## src/hdl/sacc_pkg.sv

```systemverilog
// constants, types and helpers shared by the conversion control files
package sacc_pkg;
    // register addresses
    localparam logic [7:0] ADDR_CONTROL = 8'he8;
    localparam logic [7:0] ADDR_CONFIG = 8'hbc;
    localparam logic [7:0] ADDR_INPUT_SEL = 8'hbb;
    localparam logic [7:0] ADDR_RESULT = 8'hbf;
    localparam logic [7:0] ADDR_WIN_LOW = 8'hc4;
    localparam logic [7:0] ADDR_WIN_HIGH = 8'hc5;
    // control register bit positions
    localparam int CTL_ENABLE = 7;
    localparam int CTL_TRACK_MODE = 6;
    localparam int CTL_DONE_FLAG = 5;
    localparam int CTL_BUSY = 4;
    localparam int CTL_START_HI = 3;
    localparam int CTL_START_LO = 2;
    localparam int CTL_WIN_FLAG = 1;
    localparam int CTL_JUSTIFY = 0;
    // configuration register fields
    localparam int CFG_DIV_HI = 7;
    localparam int CFG_DIV_LO = 5;
    localparam int CFG_GAIN_HI = 2;
    localparam int CFG_GAIN_LO = 0;
    // input select register fields
    localparam int SEL_PORT_HI = 4;
    localparam int SEL_PORT_LO = 3;
    localparam int SEL_PIN_HI = 2;
    localparam int SEL_PIN_LO = 0;
    // reset values
    localparam logic [7:0] RST_CONTROL = 8'h00;
    localparam logic [7:0] RST_CONFIG = 8'h01;
    localparam logic [7:0] RST_INPUT_SEL = 8'h00;
    localparam logic [7:0] RST_RESULT = 8'h00;
    localparam logic [7:0] RST_WIN_LOW = 8'h00;
    localparam logic [7:0] RST_WIN_HIGH = 8'hff;
    localparam logic [7:0] READ_UNMAPPED = 8'h00;
    // start modes
    localparam logic [1:0] START_ON_WRITE = 2'h0;
    localparam logic [1:0] START_ON_TIMER = 2'h3;
    // divider codes: 0..4 give 1,2,4,8,16; higher codes give 16
    localparam logic [2:0] DIV_MAX_CODE = 3'h4;
    localparam logic [4:0] DIV_MAX_RATIO = 5'h10;
    // sar clock counts
    localparam logic [4:0] TRACK_SAR_CLOCKS = 5'h03;
    localparam logic [4:0] CONVERT_SAR_CLOCKS = 5'h10;
    localparam logic [4:0] COUNT_ONE = 5'h01;
    localparam logic [4:0] COUNT_ZERO = 5'h00;

    typedef enum logic [1:0]
    {
        SACC_IDLE = 2'b00,
        SACC_TRACK = 2'b01,
        SACC_CONVERT = 2'b10
    } sacc_state_t;

    // result lies inside the programmed window, bounds included
    function automatic logic inWindow(input logic [7:0] value, input logic [7:0] low,
                                      input logic [7:0] high);
        inWindow = (value >= low) && (value <= high);
    endfunction : inWindow
endpackage : sacc_pkg

```

## src/hdl/sacc_prescaler.sv

```systemverilog
// conversion clock prescaler producing one sar tick per divide period
`timescale 1ns/1ps
`default_nettype none
module sacc_prescaler
(
    // clock and reset
    input wire logic clk,
    input wire logic rstn,
    // control
    input wire logic [2:0] divCode,
    input wire logic restart,
    // tick out
    output logic sarTick
);
    typedef struct packed
    {
        logic [4:0] cnt;
    } sacc_presc_t;

    sacc_presc_t st;
    sacc_presc_t next_st;

    function automatic logic [4:0] ratioOf(input logic [2:0] code);
        if (code >= sacc_pkg::DIV_MAX_CODE)
        begin
            ratioOf = sacc_pkg::DIV_MAX_RATIO;
        end
        else
        begin
            ratioOf = sacc_pkg::COUNT_ONE << code;
        end
    endfunction : ratioOf

    // tick on the last count of each period; a restart begins a fresh period
    assign sarTick = !restart && (st.cnt == ratioOf(divCode) - sacc_pkg::COUNT_ONE);

    always_comb
    begin
        next_st = st;
        if (restart || sarTick)
        begin
            next_st.cnt = sacc_pkg::COUNT_ZERO;
        end
        else
        begin
            next_st.cnt = st.cnt + sacc_pkg::COUNT_ONE;
        end
    end

    always_ff @(posedge clk or negedge rstn)
    begin
        if (!rstn)
        begin
            st <= '0;
        end
        else
        begin
            st <= next_st;
        end
    end
endmodule : sacc_prescaler
`default_nettype wire

```

## src/hdl/sar_adc_conversion_control.sv

```systemverilog
// sar converter control: registers, start, track and convert sequencing
// What this block does
// - sar clock is system clock divided by 1, 2, 4, 8 or 16 per config field.
// - start mode 00 starts on busy write, 11 on timer overflow, others reserved.
// - writing one to busy starts only in mode 00; writing zero does nothing.
// - busy reads one throughout a conversion and drops when it finishes.
// - busy falling on a finished conversion sets the complete flag and requests interrupt when enabled.
// - a finished conversion latches the result into the data register.
// - track mode zero tracks continuously while enabled, except during conversion.
// - track mode one, start mode 00: busy write starts 3 sar clocks tracking.
// - track mode one, start mode 11: timer overflow starts 3 sar clocks tracking.
// - converter, track-hold and gain stage active only while enable bit set.
// - conversion takes at least 16 sar clocks from end of tracking.
// - gain field selects 0.5 to 16 in powers of two, gain 1 after reset.
// - port and pin fields pick one external pin for the multiplexer.
// - tracking shuts down while the chip is in standby or sleep.
`timescale 1ns/1ps
`default_nettype none
module sar_adc_conversion_control
(
    // clock and reset
    input wire logic clk,
    input wire logic rstn,
    // special function register access
    input wire logic [7:0] sfrAddr,
    input wire logic [7:0] sfrWrData,
    input wire logic sfrWr,
    input wire logic sfrRd,
    output logic [7:0] sfrRdData,
    // system events
    input wire logic timer2Overflow,
    input wire logic chipStandby,
    input wire logic eocIrqEnable,
    output logic eocIrq,
    // analog front end
    input wire logic [7:0] sarResult,
    output logic converterPowerOn,
    output logic trackEnable,
    output logic sampleConvert,
    output logic [2:0] gainSelect,
    output logic [1:0] portSelect,
    output logic [2:0] pinSelect
);
    typedef struct packed
    {
        sacc_pkg::sacc_state_t state;
        logic [4:0] cnt;
        logic [7:0] control;
        logic [7:0] adcConfiguration;
        logic [7:0] inputSel;
        logic [7:0] result;
        logic [7:0] winLow;
        logic [7:0] winHigh;
        logic [7:0] rdData;
        logic [4:0] busyCycles;
    } sacc_main_t;

    sacc_main_t st;
    sacc_main_t next_st;
    logic sarTick;
    logic busy;
    logic ctlWrite;
    logic [1:0] startMode;
    logic swStart;
    logic timerStart;
    logic startEvent;
    logic finish;

    assign busy = (st.state != sacc_pkg::SACC_IDLE);
    assign ctlWrite = sfrWr && (sfrAddr == sacc_pkg::ADDR_CONTROL);
    assign startMode = st.control[sacc_pkg::CTL_START_HI:sacc_pkg::CTL_START_LO];
    assign swStart = ctlWrite && sfrWrData[sacc_pkg::CTL_BUSY]
                     && (startMode == sacc_pkg::START_ON_WRITE);
    assign timerStart = timer2Overflow && (startMode == sacc_pkg::START_ON_TIMER);
    assign startEvent = !busy && st.control[sacc_pkg::CTL_ENABLE] && (swStart || timerStart);
    assign finish = (st.state == sacc_pkg::SACC_CONVERT) && sarTick
                    && (st.cnt == sacc_pkg::CONVERT_SAR_CLOCKS - sacc_pkg::COUNT_ONE);

    sacc_prescaler u_prescaler
    (
        .clk(clk),
        .rstn(rstn),
        .divCode(st.adcConfiguration[sacc_pkg::CFG_DIV_HI:sacc_pkg::CFG_DIV_LO]),
        .restart(startEvent),
        .sarTick(sarTick)
    );

    always_comb
    begin
        next_st = st;
        // sequencing
        unique case (st.state)
            sacc_pkg::SACC_IDLE:
            begin
                if (startEvent)
                begin
                    next_st.cnt = sacc_pkg::COUNT_ZERO;
                    if (st.control[sacc_pkg::CTL_TRACK_MODE])
                    begin
                        next_st.state = sacc_pkg::SACC_TRACK;
                    end
                    else
                    begin
                        next_st.state = sacc_pkg::SACC_CONVERT;
                    end
                end
            end
            sacc_pkg::SACC_TRACK:
            begin
                if (sarTick)
                begin
                    next_st.cnt = st.cnt + sacc_pkg::COUNT_ONE;
                    if (st.cnt == sacc_pkg::TRACK_SAR_CLOCKS - sacc_pkg::COUNT_ONE)
                    begin
                        next_st.cnt = sacc_pkg::COUNT_ZERO;
                        next_st.state = sacc_pkg::SACC_CONVERT;
                    end
                end
            end
            sacc_pkg::SACC_CONVERT:
            begin
                if (sarTick)
                begin
                    next_st.cnt = st.cnt + sacc_pkg::COUNT_ONE;
                end
                if (finish)
                begin
                    next_st.cnt = sacc_pkg::COUNT_ZERO;
                    next_st.state = sacc_pkg::SACC_IDLE;
                end
            end
            default:
            begin
                next_st.state = sacc_pkg::SACC_IDLE;
            end
        endcase
        // register writes
        if (ctlWrite)
        begin
            next_st.control[sacc_pkg::CTL_ENABLE] = sfrWrData[sacc_pkg::CTL_ENABLE];
            next_st.control[sacc_pkg::CTL_TRACK_MODE] = sfrWrData[sacc_pkg::CTL_TRACK_MODE];
            next_st.control[sacc_pkg::CTL_START_HI] = sfrWrData[sacc_pkg::CTL_START_HI];
            next_st.control[sacc_pkg::CTL_START_LO] = sfrWrData[sacc_pkg::CTL_START_LO];
            next_st.control[sacc_pkg::CTL_JUSTIFY] = sfrWrData[sacc_pkg::CTL_JUSTIFY];
            // flags clear only on a written zero
            if (!sfrWrData[sacc_pkg::CTL_DONE_FLAG])
            begin
                next_st.control[sacc_pkg::CTL_DONE_FLAG] = 1'b0;
            end
            if (!sfrWrData[sacc_pkg::CTL_WIN_FLAG])
            begin
                next_st.control[sacc_pkg::CTL_WIN_FLAG] = 1'b0;
            end
        end
        if (sfrWr)
        begin
            case (sfrAddr)
                sacc_pkg::ADDR_CONFIG: next_st.adcConfiguration = sfrWrData;
                sacc_pkg::ADDR_INPUT_SEL: next_st.inputSel = sfrWrData;
                sacc_pkg::ADDR_WIN_LOW: next_st.winLow = sfrWrData;
                sacc_pkg::ADDR_WIN_HIGH: next_st.winHigh = sfrWrData;
                default: ;
            endcase
        end
        // conversion sar clock count read only by the checks
        if (!busy)
        begin
            next_st.busyCycles = sacc_pkg::COUNT_ZERO;
        end
        else if (sampleConvert && sarTick && (st.busyCycles != '1))
        begin
            next_st.busyCycles = st.busyCycles + sacc_pkg::COUNT_ONE;
        end
        // a disabled converter drops any conversion without a result
        if (!st.control[sacc_pkg::CTL_ENABLE])
        begin
            next_st.state = sacc_pkg::SACC_IDLE;
            next_st.cnt = sacc_pkg::COUNT_ZERO;
        end
        // completion: set wins over a software clear in the same cycle
        if (finish && st.control[sacc_pkg::CTL_ENABLE])
        begin
            next_st.result = sarResult;
            next_st.control[sacc_pkg::CTL_DONE_FLAG] = 1'b1;
            if (sacc_pkg::inWindow(sarResult, st.winLow, st.winHigh))
            begin
                next_st.control[sacc_pkg::CTL_WIN_FLAG] = 1'b1;
            end
        end
        // registered read port
        if (sfrRd)
        begin
            unique case (sfrAddr)
                sacc_pkg::ADDR_CONTROL:
                begin
                    next_st.rdData = st.control;
                    next_st.rdData[sacc_pkg::CTL_BUSY] = busy;
                end
                sacc_pkg::ADDR_CONFIG: next_st.rdData = st.adcConfiguration;
                sacc_pkg::ADDR_INPUT_SEL: next_st.rdData = st.inputSel;
                sacc_pkg::ADDR_RESULT: next_st.rdData = st.result;
                sacc_pkg::ADDR_WIN_LOW: next_st.rdData = st.winLow;
                sacc_pkg::ADDR_WIN_HIGH: next_st.rdData = st.winHigh;
                default: next_st.rdData = sacc_pkg::READ_UNMAPPED;
            endcase
        end
    end

    always_ff @(posedge clk or negedge rstn)
    begin
        if (!rstn)
        begin
            st.state <= sacc_pkg::SACC_IDLE;
            st.cnt <= sacc_pkg::COUNT_ZERO;
            st.control <= sacc_pkg::RST_CONTROL;
            st.adcConfiguration <= sacc_pkg::RST_CONFIG;
            st.inputSel <= sacc_pkg::RST_INPUT_SEL;
            st.result <= sacc_pkg::RST_RESULT;
            st.winLow <= sacc_pkg::RST_WIN_LOW;
            st.winHigh <= sacc_pkg::RST_WIN_HIGH;
            st.rdData <= sacc_pkg::READ_UNMAPPED;
            st.busyCycles <= sacc_pkg::COUNT_ZERO;
        end
        else
        begin
            st <= next_st;
        end
    end

    // outputs
    assign sfrRdData = st.rdData;
    assign eocIrq = st.control[sacc_pkg::CTL_DONE_FLAG] && eocIrqEnable;
    assign converterPowerOn = st.control[sacc_pkg::CTL_ENABLE];
    assign trackEnable = st.control[sacc_pkg::CTL_ENABLE] && !chipStandby
                         && (st.control[sacc_pkg::CTL_TRACK_MODE]
                             ? (st.state == sacc_pkg::SACC_TRACK)
                             : (st.state != sacc_pkg::SACC_CONVERT));
    assign sampleConvert = (st.state == sacc_pkg::SACC_CONVERT);
    assign gainSelect = st.adcConfiguration[sacc_pkg::CFG_GAIN_HI:sacc_pkg::CFG_GAIN_LO];
    assign portSelect = st.inputSel[sacc_pkg::SEL_PORT_HI:sacc_pkg::SEL_PORT_LO];
    assign pinSelect = st.inputSel[sacc_pkg::SEL_PIN_HI:sacc_pkg::SEL_PIN_LO];
endmodule : sar_adc_conversion_control
`default_nettype wire

```

## config.mk

```make
export PLATFORM = sky130hd
export DESIGN_NAME = sar_adc_conversion_control
export DESIGN_NICKNAME = d
export VERILOG_FILES = /design/src/hdl/sacc_pkg.sv /design/src/hdl/sacc_prescaler.sv /design/src/hdl/sar_adc_conversion_control.sv
export SDC_FILE = /design/constraint.sdc
export NUM_CORES = 1
export LEC_CHECK = 0
export BUFFER_PORTS_ARGS = -buffer_cell sky130_fd_sc_hd__buf_2
export CORE_MARGIN = 2
export CORE_UTILIZATION = 35
export DETAILED_ROUTE_END_ITERATION = 8
export PLACE_DENSITY_LB_ADDON = 0.12
export SLEW_MARGIN = 20
export SYNTH_ARGS = -nofsm -noshare
export SYNTH_HDL_FRONTEND = slang
export SYNTH_HIERARCHICAL = 1
export SYNTH_SLANG_ARGS = --single-unit
```

## constraint.sdc

```tcl
create_clock -name clk -period 2.45 [get_ports clk]
set_input_delay 0.49 -clock clk [delete_from_list [all_inputs] [get_ports clk]]
set_output_delay 0.49 -clock clk [all_outputs]
set_load 0.05 [all_outputs]
```

==> flow_summary.toml, run 1 <==
[clock_tree]
cts_buffers = 9
clk_path_buf_depth = 2
tritoncts = "yes"
cts-hold-fix-buffers = 0
cts.reportedPaths.clkPinSlew_ns = 0.08
cts_root_buf = "clkbuf_8"
h-tree-depth = 3
cts_sinks = 67
worstSkewPairLatency_ns = 0.35

[logic_synthesis]
synthTopCellsByCount = "58 x dfrtp_1, 37 x mux2_2, 24 x ha_1"
ys_seq_area_share_pct = 44.2
synth_warnings = 6
syn_nets = 402
synthArstFlopShare_pct = 100
synth_seq_cells = 67
synth_top_area_cell = "dfrtp_1"
synth.most_common_cell = "dfrtp_1"
synth_edf_count = 0
synth.avg_cell_area_um2 = 11.0
synthTopCellsByArea = "dfrtp_1 38%, mux2_2 11%, ha_1 7.9%, dfstp_2 6.2%, buf_4 3.5%"
synth_area_um2 = 3820
yosys.cell_types.count = 55
synth_ff_type = "dfrtp_1"
yosysTopAreaCellShare_pct = 38.0
synthCells = 347

[run_status]
status = "finished, final reports clean"

[pwr]
p_leak_nw = 2.19
powerDensity_nw_per_um2 = 653
ir_drop_v = 0.000255
total_power_mw = 2.97

[floorplan]
dieArea_um2 = 11800
rows = 38
die_w_um = 108
initial_core_util_pct = 35.5
core_um2 = 10700
io_pins = 51
die_h_um = 108

[detailed_routing]
wl_per_cell_um = 17.1
wl_met1_mm = 4.63
initialDrtViolationCount = 122
viasPerCell = 5.12
routed-wl-met3_um = 323
post-route-drc-count = 0
detail-route-antenna-nets = 0
wl_met2_mm = 4.35
dr.max_layer_used = "met4"
wirelength_mm = 9.43
dr.pass1.iters = 5
vias = 2828

[worst_setup_path]
crit_start = "u_prescaler/st[3]"
critPathRequiredTime_ns = 2.73
crit_fanout = 5
r2r_slack_ns = 0.06
r2r-start = "u_prescaler/st[3]"
start_kind = "flop"
critical_path_class = "flop to flop"
critPathCaptureType = "flop"
arrival_ns = 2.67

[sta]
setup_slack_ns = 0.0614
slew-limit-headroom_pct = 60.2
hold_viol = 0
clock_skew_ns = 0.0103
rsz0062_at_grt = "true"
post-route-period-util_pct = 97.5
max_freq_mhz = 419
layout_min_cycle_time_ns = 2.39
worst_pin_slew_ns = 0.589
slew_viol_final = 0
setup_viol = 0

[grt]
track_usage_pct = 17.3
grt_max_degree = 68
gr-total-overflow = 0
grt_pass1_wl_mm = 15.2
grt_pass1_vias = 2788
antenna_found_initial = 0

[placed_design]
postPlaceCellArea_um2 = 4270
portBuffers = 50
place_hpwl_mm = 7.13
preCtsSetupSlack_ns = -0.0241
place_inst = 533
finalWeightedCongestion = 0.793

[final_layout]
instances_no_fill = 552
final_util_pct = 42.3
fin_nets = 462
antenna_cells = 0
final_area_um2 = 4540
area_growth_syn_to_layout_pct = 19.0
drive_gt1_share_pct = 36.4

[run]
cap_violations = 0

[worst_hold_path]
min_path_type = "input port to async pin"
==> flip-flops by register name, summed over array words and instances, names as in the netlist <==
name and cells:
converterPowerOn 1, gainSelect 3, pinSelect 3, portSelect 2, sfrRdData 8, st 45
u_prescaler/st 5
==> layout make-up <==
class | count | area (µm²)
sequential | 67 | 1690
clock inverter | 6 | 113
multi-input combinational | 232 | 1890
clock buffer | 10 | 138
timing repair buffer | 73 | 448
inverter | 24 | 90.1
fill | 1091 | 6200
tap | 140 | 175
==> report_power, final <==
group	leakage (nW)	total, mW	switching, mW	internal [mW]
registers	0.850	1.24	0.0596	1.18
clock network	0.126	1.15	0.448	0.706
logic	1.22	0.569	0.307	0.262
total	2.19	2.97	0.815	2.15
==> worst paths after layout <==
| check | endpoint | cells after the start |
|---|---|---|
| max | st[65] | 9 |
| min | st[62] | 2 |
| max reg2reg | st[65] | 9 |
| min reg2reg | st[29] | 2 |
| max in group asynchronous | st[19] | 2 |
| min in group clk | st[30] | 2 |
==> layout by cell type, fill, tap and decap left out, types with 10 or more instances in the layout <==
cell	Yosys	routed
dfrtp_1	58	58
buf_2	2	50
mux2_2	37	37
ha_1	24	24
inv_1	23	23
buf_4	18	21
nand2_1	20	20
a21oi_1	15	15
o21ai_0	17	14
nor2_1	11	11
clkbuf_8	0	10
==> logic make-up after synthesis <==
group,synth area share (%)
simple gates,13.4
compound gates,13.5
flops,44.2
buf+inv,6.56
mux,13.3
fa+ha+maj,7.87
xor+xnor,1.15
==> routing by layer <==
metal	up-vias	GRT usage (%)
met5	-	0
li1	1374	-
met2	51	26.7
met4	0	5.95
met3	11	3.56
met1	1392	24.0
==> critical path, stage by stage, from the launching register on <==
cell and delay, ns:
dfrtp_1 0.39, nor2_2 0.11, or4b_4 0.47, a311oi_4 0.32, nor2b_4 0.22, o21ai_1 0.07
o311a_1 0.12, a21o_1 0.21, or3_1 0.34, o21ai_1 0.07
==> per-stage QoR <==
| step | hold WS [ns] | TNS [ns] |
|---|---|---|
| after floorplan | 0.194 | 0 |
| after global placement | 0.484 | 0 |
| after detailed placement | 0.490 | -0.0713 |
| after CTS | 0.166 | 0 |
| after global routing | 0.162 | -0.210 |
| final | 0.149 | 0 |
==> what timing repair did <==
action | CTS | global route
endpoints found under the setup margin | 0 | 4
gates resized for setup | 0 | 3
setup buffers | 0 | 3
(Power assumes the default switching activity.)
==> inputs of run 2 (changes only) <==
- PLACE_DENSITY: default -> 0.58
- PLACE_DENSITY_LB_ADDON: 0.12 -> default
- SLEW_MARGIN: 20 -> 0
==> flow_summary.toml, run 2 (synthesis gave the netlist of run 1 again) <==
[sta]
clock_skew_ns = 0.0113
setup_viol = 0
post-route-period-util_pct = 98.1
slew-limit-headroom_pct = 60.7
slew_viol_final = 0
layout_min_cycle_time_ns = 2.40
hold_viol = 0
rsz0062_at_grt = "true"
worst_pin_slew_ns = 0.589
setup_slack_ns = 0.0469
max_freq_mhz = 416
worst_hold_slack_ns = 0.157

[grt]
gr-total-overflow = 0
antenna_found_initial = 0
grt_pass1_wl_mm = 14.6
grt_pass1_vias = 2818
grt_max_degree = 45
track_usage_pct = 16.2

[final_layout]
drive_gt1_share_pct = 35.0
largest_register_ffs = 45
area_growth_syn_to_layout_pct = 15.7
fin_nets = 456
regMostFlops = "st"
fillerInstances = 1067
multi_input_area_um2 = 1900
layout_common_cells = "58 x dfrtp_1, 50 x buf_2, 37 x mux2_2"
antenna_cells = 0
final_common_cell = "dfrtp_1"
seq_area_um2 = 1690

[detailed_routing]
post-route-drc-count = 0
initialDrtViolationCount = 181
vias = 2826
wirelength_mm = 8.87
detail-route-antenna-nets = 0
dr.pass1.iters = 6
wl_per_cell_um = 16.2
viasPerCell = 5.18

[placed_design]
place_hpwl_mm = 6.83
preCtsSetupSlack_ns = -0.103
finalWeightedCongestion = 0.802
portBuffers = 50

[clock_tree]
cts.reportedPaths.clkPinSlew_ns = 0.07
cts_buffers = 9
cts_sinks = 67
tritoncts = "yes"
cts_root_buf = "clkbuf_8"
h-tree-depth = 3
worstSkewPairLatency_ns = 0.34
clk_path_buf_depth = 2
cts-hold-fix-buffers = 0
cts_setup_buffers = 0

[worst_setup_path]
critPathCaptureType = "flop"
path_common_cell = "o21ai_1"
crit_chain = "nor2_2, or4b_4, a311oi_4, nor2b_4, o21ai_1, o311a_1, a21o_1, or3_1, o21ai_1"
start_kind = "flop"
crit_fanout = 5
arrival_ns = 2.67
crit_path_max_incr_delay_ns = 0.48
critPathRequiredTime_ns = 2.72
critical_path_class = "flop to flop"
crit_path_top_delay_cell = "or4b_4"

[floorplan]
die_h_um = 108
initial_core_util_pct = 35.5
io_pins = 51
die_w_um = 108
dieArea_um2 = 11800
rows = 38
core_um2 = 10700

[pwr]
p_leak_nw = 2.13
ir_drop_v = 0.000213
powerDensity_nw_per_um2 = 583

[run]
cap_violations = 0

[worst_hold_path]
min_path_type = "input port to async pin"

[run_status]
status = "finished, final reports clean"
run 2: cell count changes in the layout (fill, tap and decap cells not counted), sizes merged:
| cell | delta |
|---|---|
| buf | -6 |
| bufinv | -3 |
| clkbuf | +3 |
run 2: timing repair:
item | 4_1_cts | 5_1_grt
setup endpoints to repair | 0 | 7
gates resized for setup | 0 | 5
hold endpoints to repair | 0 | 0
run 2: layout make-up:
type	count	share of cell area (%)
clock buffers	13	3.37
clock inverters	3	0.340
inverters	24	2.04
multi-input cells	232	42.9
flip-flops and latches	67	38.2
well taps	140	3.97
repair buffers	67	9.12
run 2: critical path: cells and delay by family, from the launching register on:
family | cells | cell delay, ns
DFF | 1 | 0.39
AOI/OAI and AO/OA | 5 | 0.80
and+or+nand+nor | 4 | 1.16
run 2: final timing paths:
path,from,endpoint,slack (ns),depth (start not counted)
worst max register to register,u_prescaler/st[3],st[65],0.05,9
worst min register to register,st[29],st[29],0.49,2
min in group clk,sarResult[3],st[32],0.43,2
worst min-delay path,rstn,st[67],0.16,1
max in group asynchronous,rstn,st[16],1.60,2
worst max-delay path,u_prescaler/st[3],st[65],0.05,9
run 2: per-stage QoR:
stage               instance area [µm²]  utilization, %  std cells  total power [mW]  TNS (ns)
detailed placement                 4250            39.5        530              1.80    -0.186
CTS                                4410            41.0        546              2.60         0
floorplan                          3830               -        347              1.63         0
global placement                   4250            39.5        530              1.79    -0.100
global route                       4420            41.1        546              2.72    -0.398
finish                             4420            41.1        546              2.57         0
run 2: routing by layer:
layer | track usage, % | vias up | routed length, µm | share of wire (%)
met1 | 23.3 | 1381 | 4290 | 48
met2 | 24.6 | 76 | 4000 | 45
met4 | 3.75 | 0 | 80 | 0.90
met5 | 0 | - | 0 | 0
met3 | 3.80 | 5 | 496 | 5.6
li1 | - | 1364 | - | -
run 2: where the power goes:
group	total, mW	internal, mW	switching [mW]
Combinational	0.540	0.237	0.304
Clock	0.790	0.391	0.399
Sequential	1.24	1.18	0.0582
==> inputs of run 3 (changes only) <==
- PLACE_DENSITY: 0.58 -> 0.55
- SYNTH_HIERARCHICAL: 1 -> default
==> flow_summary.toml, run 3 <==
[worst_setup_path]
critPathRequiredTime_ns = 2.68
crit_fanout = 11
crit_chain = "or4b_1, and3_1, a211o_1, or3_4, mux2_4"
critical_path_class = "flop to flop"
crit_path_top_delay_cell = "or4b_1"
arrival_ns = 2.60
start_kind = "flop"
critPathCaptureType = "flop"
crit_path_max_incr_delay_ns = 0.53

[logic_synthesis]
synth_edf_count = 0
yosys-mux-area-fraction_pct = 15.7
ys_seq_area_share_pct = 44.3
synth_area_um2 = 3810
synthArstFlopShare_pct = 100
synth_seq_cells = 67
synth_compound_area_share_pct = 12.8
synth_fa_ha_area_share_pct = 7.88
synth_top_area_cell = "dfrtp_1"
synth_warnings = 0
synthXorXnorAreaFrac_pct = 0.690
synthTopCellsByArea = "dfrtp_1 38%, mux2_2 12%, ha_1 7.9%, dfstp_2 6.2%, buf_4 3.2%"
yosys.cell_types.count = 52
synth.most_common_cell = "dfrtp_1"
yosysTopAreaCellShare_pct = 38.1
synth-simple-area-share_pct = 11.6
syn_nets = 408
synth_ff_type = "dfrtp_1"
synth.avg_cell_area_um2 = 10.8
synth_top_family_by_area = "multiplexers"
synthTopCellsByCount = "58 x dfrtp_1, 39 x mux2_2, 26 x inv_1"
synthCells = 353

[placed_design]
portBuffers = 50
postPlaceCellArea_um2 = 4210
place_inst = 535
finalWeightedCongestion = 0.847
place_hpwl_mm = 7.17

[floorplan]
core_um2 = 10700
die_h_um = 108
dieArea_um2 = 11700
initial_core_util_pct = 35.5
rows = 38
die_w_um = 108
io_pins = 51

[clock_tree]
cts_root_buf = "clkbuf_8"
worstSkewPairLatency_ns = 0.35
cts_buffers = 9
h-tree-depth = 3
clk_path_buf_depth = 2
tritoncts = "yes"
cts_setup_buffers = 0
cts_sinks = 67
cts.reportedPaths.clkPinSlew_ns = 0.08

[detailed_routing]
dr.pass1.iters = 4
post-route-drc-count = 0
wirelength_mm = 9.59
initialDrtViolationCount = 207
vias = 2900
viasPerCell = 5.26
detail-route-antenna-nets = 0
wl_per_cell_um = 17.4

[sta]
clock_skew_ns = 0.00892
setup_viol = 0
setup_tns_ns = 0
max_freq_mhz = 422
post-route-period-util_pct = 96.6
slew_viol_final = 0
hold_viol = 0
worst_pin_slew_ns = 0.626
worst_hold_slack_ns = 0.150
rsz0062_at_grt = "true"
layout_min_cycle_time_ns = 2.37
slew-limit-headroom_pct = 58.3

[final_layout]
antenna_cells = 0
final_common_cell = "dfrtp_1"
drive_gt1_share_pct = 35.0
regMostFlops = "st"
area_growth_syn_to_layout_pct = 17.9
layout_common_cells = "57 x dfrtp_1, 50 x buf_2, 39 x mux2_2"
fin_nets = 461
largest_register_ffs = 45
final_util_pct = 41.8
instances_no_fill = 551
final_area_um2 = 4490

[pwr]
p_leak_nw = 2.12
ir_drop_v = 0.000305
powerDensity_nw_per_um2 = 674

[grt]
track_usage_pct = 17.3
gr-total-overflow = 0
grt_max_degree = 46
grt_pass1_vias = 2889
grt_pass1_wl_mm = 15.2
antenna_found_initial = 0

[worst_hold_path]
min_path_type = "input port to async pin"

[run]
cap_violations = 0

[run_status]
status = "finished, final reports clean"
==> run 3: cell count changes after synthesis, sizes merged, moves of 3 or more <==
cell / delta
a2111oi: -3
a21o: +3
a21oi: -4
a222oi: +3
a31oi: +7
mux2: +8
nor2: +9
nor3: -6
o21a: +3
o21ai: -5
o21bai: +3
o22ai: -6
==> run 3: report_power, final <==
part	internal, mW	switching (mW)	total [mW]
Combinational	0.207	0.303	0.510
Clock	0.809	0.458	1.27
Sequential	1.19	0.0650	1.25
==> run 3: timing repair <==
item,CTS,global route
resized for setup,0,4
hold buffers,0,0
setup endpoints to repair,0,11
==> run 3: layout make-up <==
type	instances	area, µm²
Clock buffer	10	138
Clock inverter	6	136
Fill cell	1067	6250
Inverter	26	97.6
Multi-Input combinational cell	235	1870
Sequential cell	67	1690
Tap cell	140	175
Timing Repair Buffer	67	390
==> run 3: logic make-up (layout without fill, tap and decap cells) <==
kind of cell | after synthesis | in the layout
simple gates | 84 | 84
compound gates | 72 | 72
flops | 67 | 67
mux | 52 | 52
buf+inv | 51 | 109
fa+ha+maj | 24 | 24
xor+xnor | 3 | 3
==> run 3: path summary, 6_finish.rpt <==
path	from	to	slack, ns	cells after the start
worst min register to register	st[29]	st[29]	0.50	2
worst max-delay path	st[50]	st[34]	0.08	5
worst max register to register	st[50]	st[34]	0.08	5
min in group clk	sarResult[7]	st[36]	0.43	2
max in group asynchronous	rstn	st[14]	1.58	2
worst min-delay path	rstn	st[61]	0.15	1
==> run 3: worst max-delay path: cells and delay by family, from the launching register on <==
| family | cells | cell delay, ns |
|---|---|---|
| AND/OR/NAND/NOR | 3 | 1.24 |
| flip-flops | 1 | 0.37 |
| multiplexers | 1 | 0.33 |
| AO/OA/AOI/OAI | 1 | 0.30 |
==> run 3: per-layer routing <==
metal	GRT usage [%]	share of wire, %
met5	0	0
met4	5.31	1.1
met2	28.3	48
met1	23.3	47
met3	3.56	3.9
==> run 3: stage by stage <==
stage / total power [mW] / setup slack, ns
4_1_cts: 3.04 / 0.0517
6_report: 3.03 / 0.0821
2_1_floorplan: 1.62 / 0.0773
3_3_place_gp: 1.77 / 0.0823
5_1_grt: 3.17 / -0.0000431
3_5_place_dp: 1.78 / 0.0701
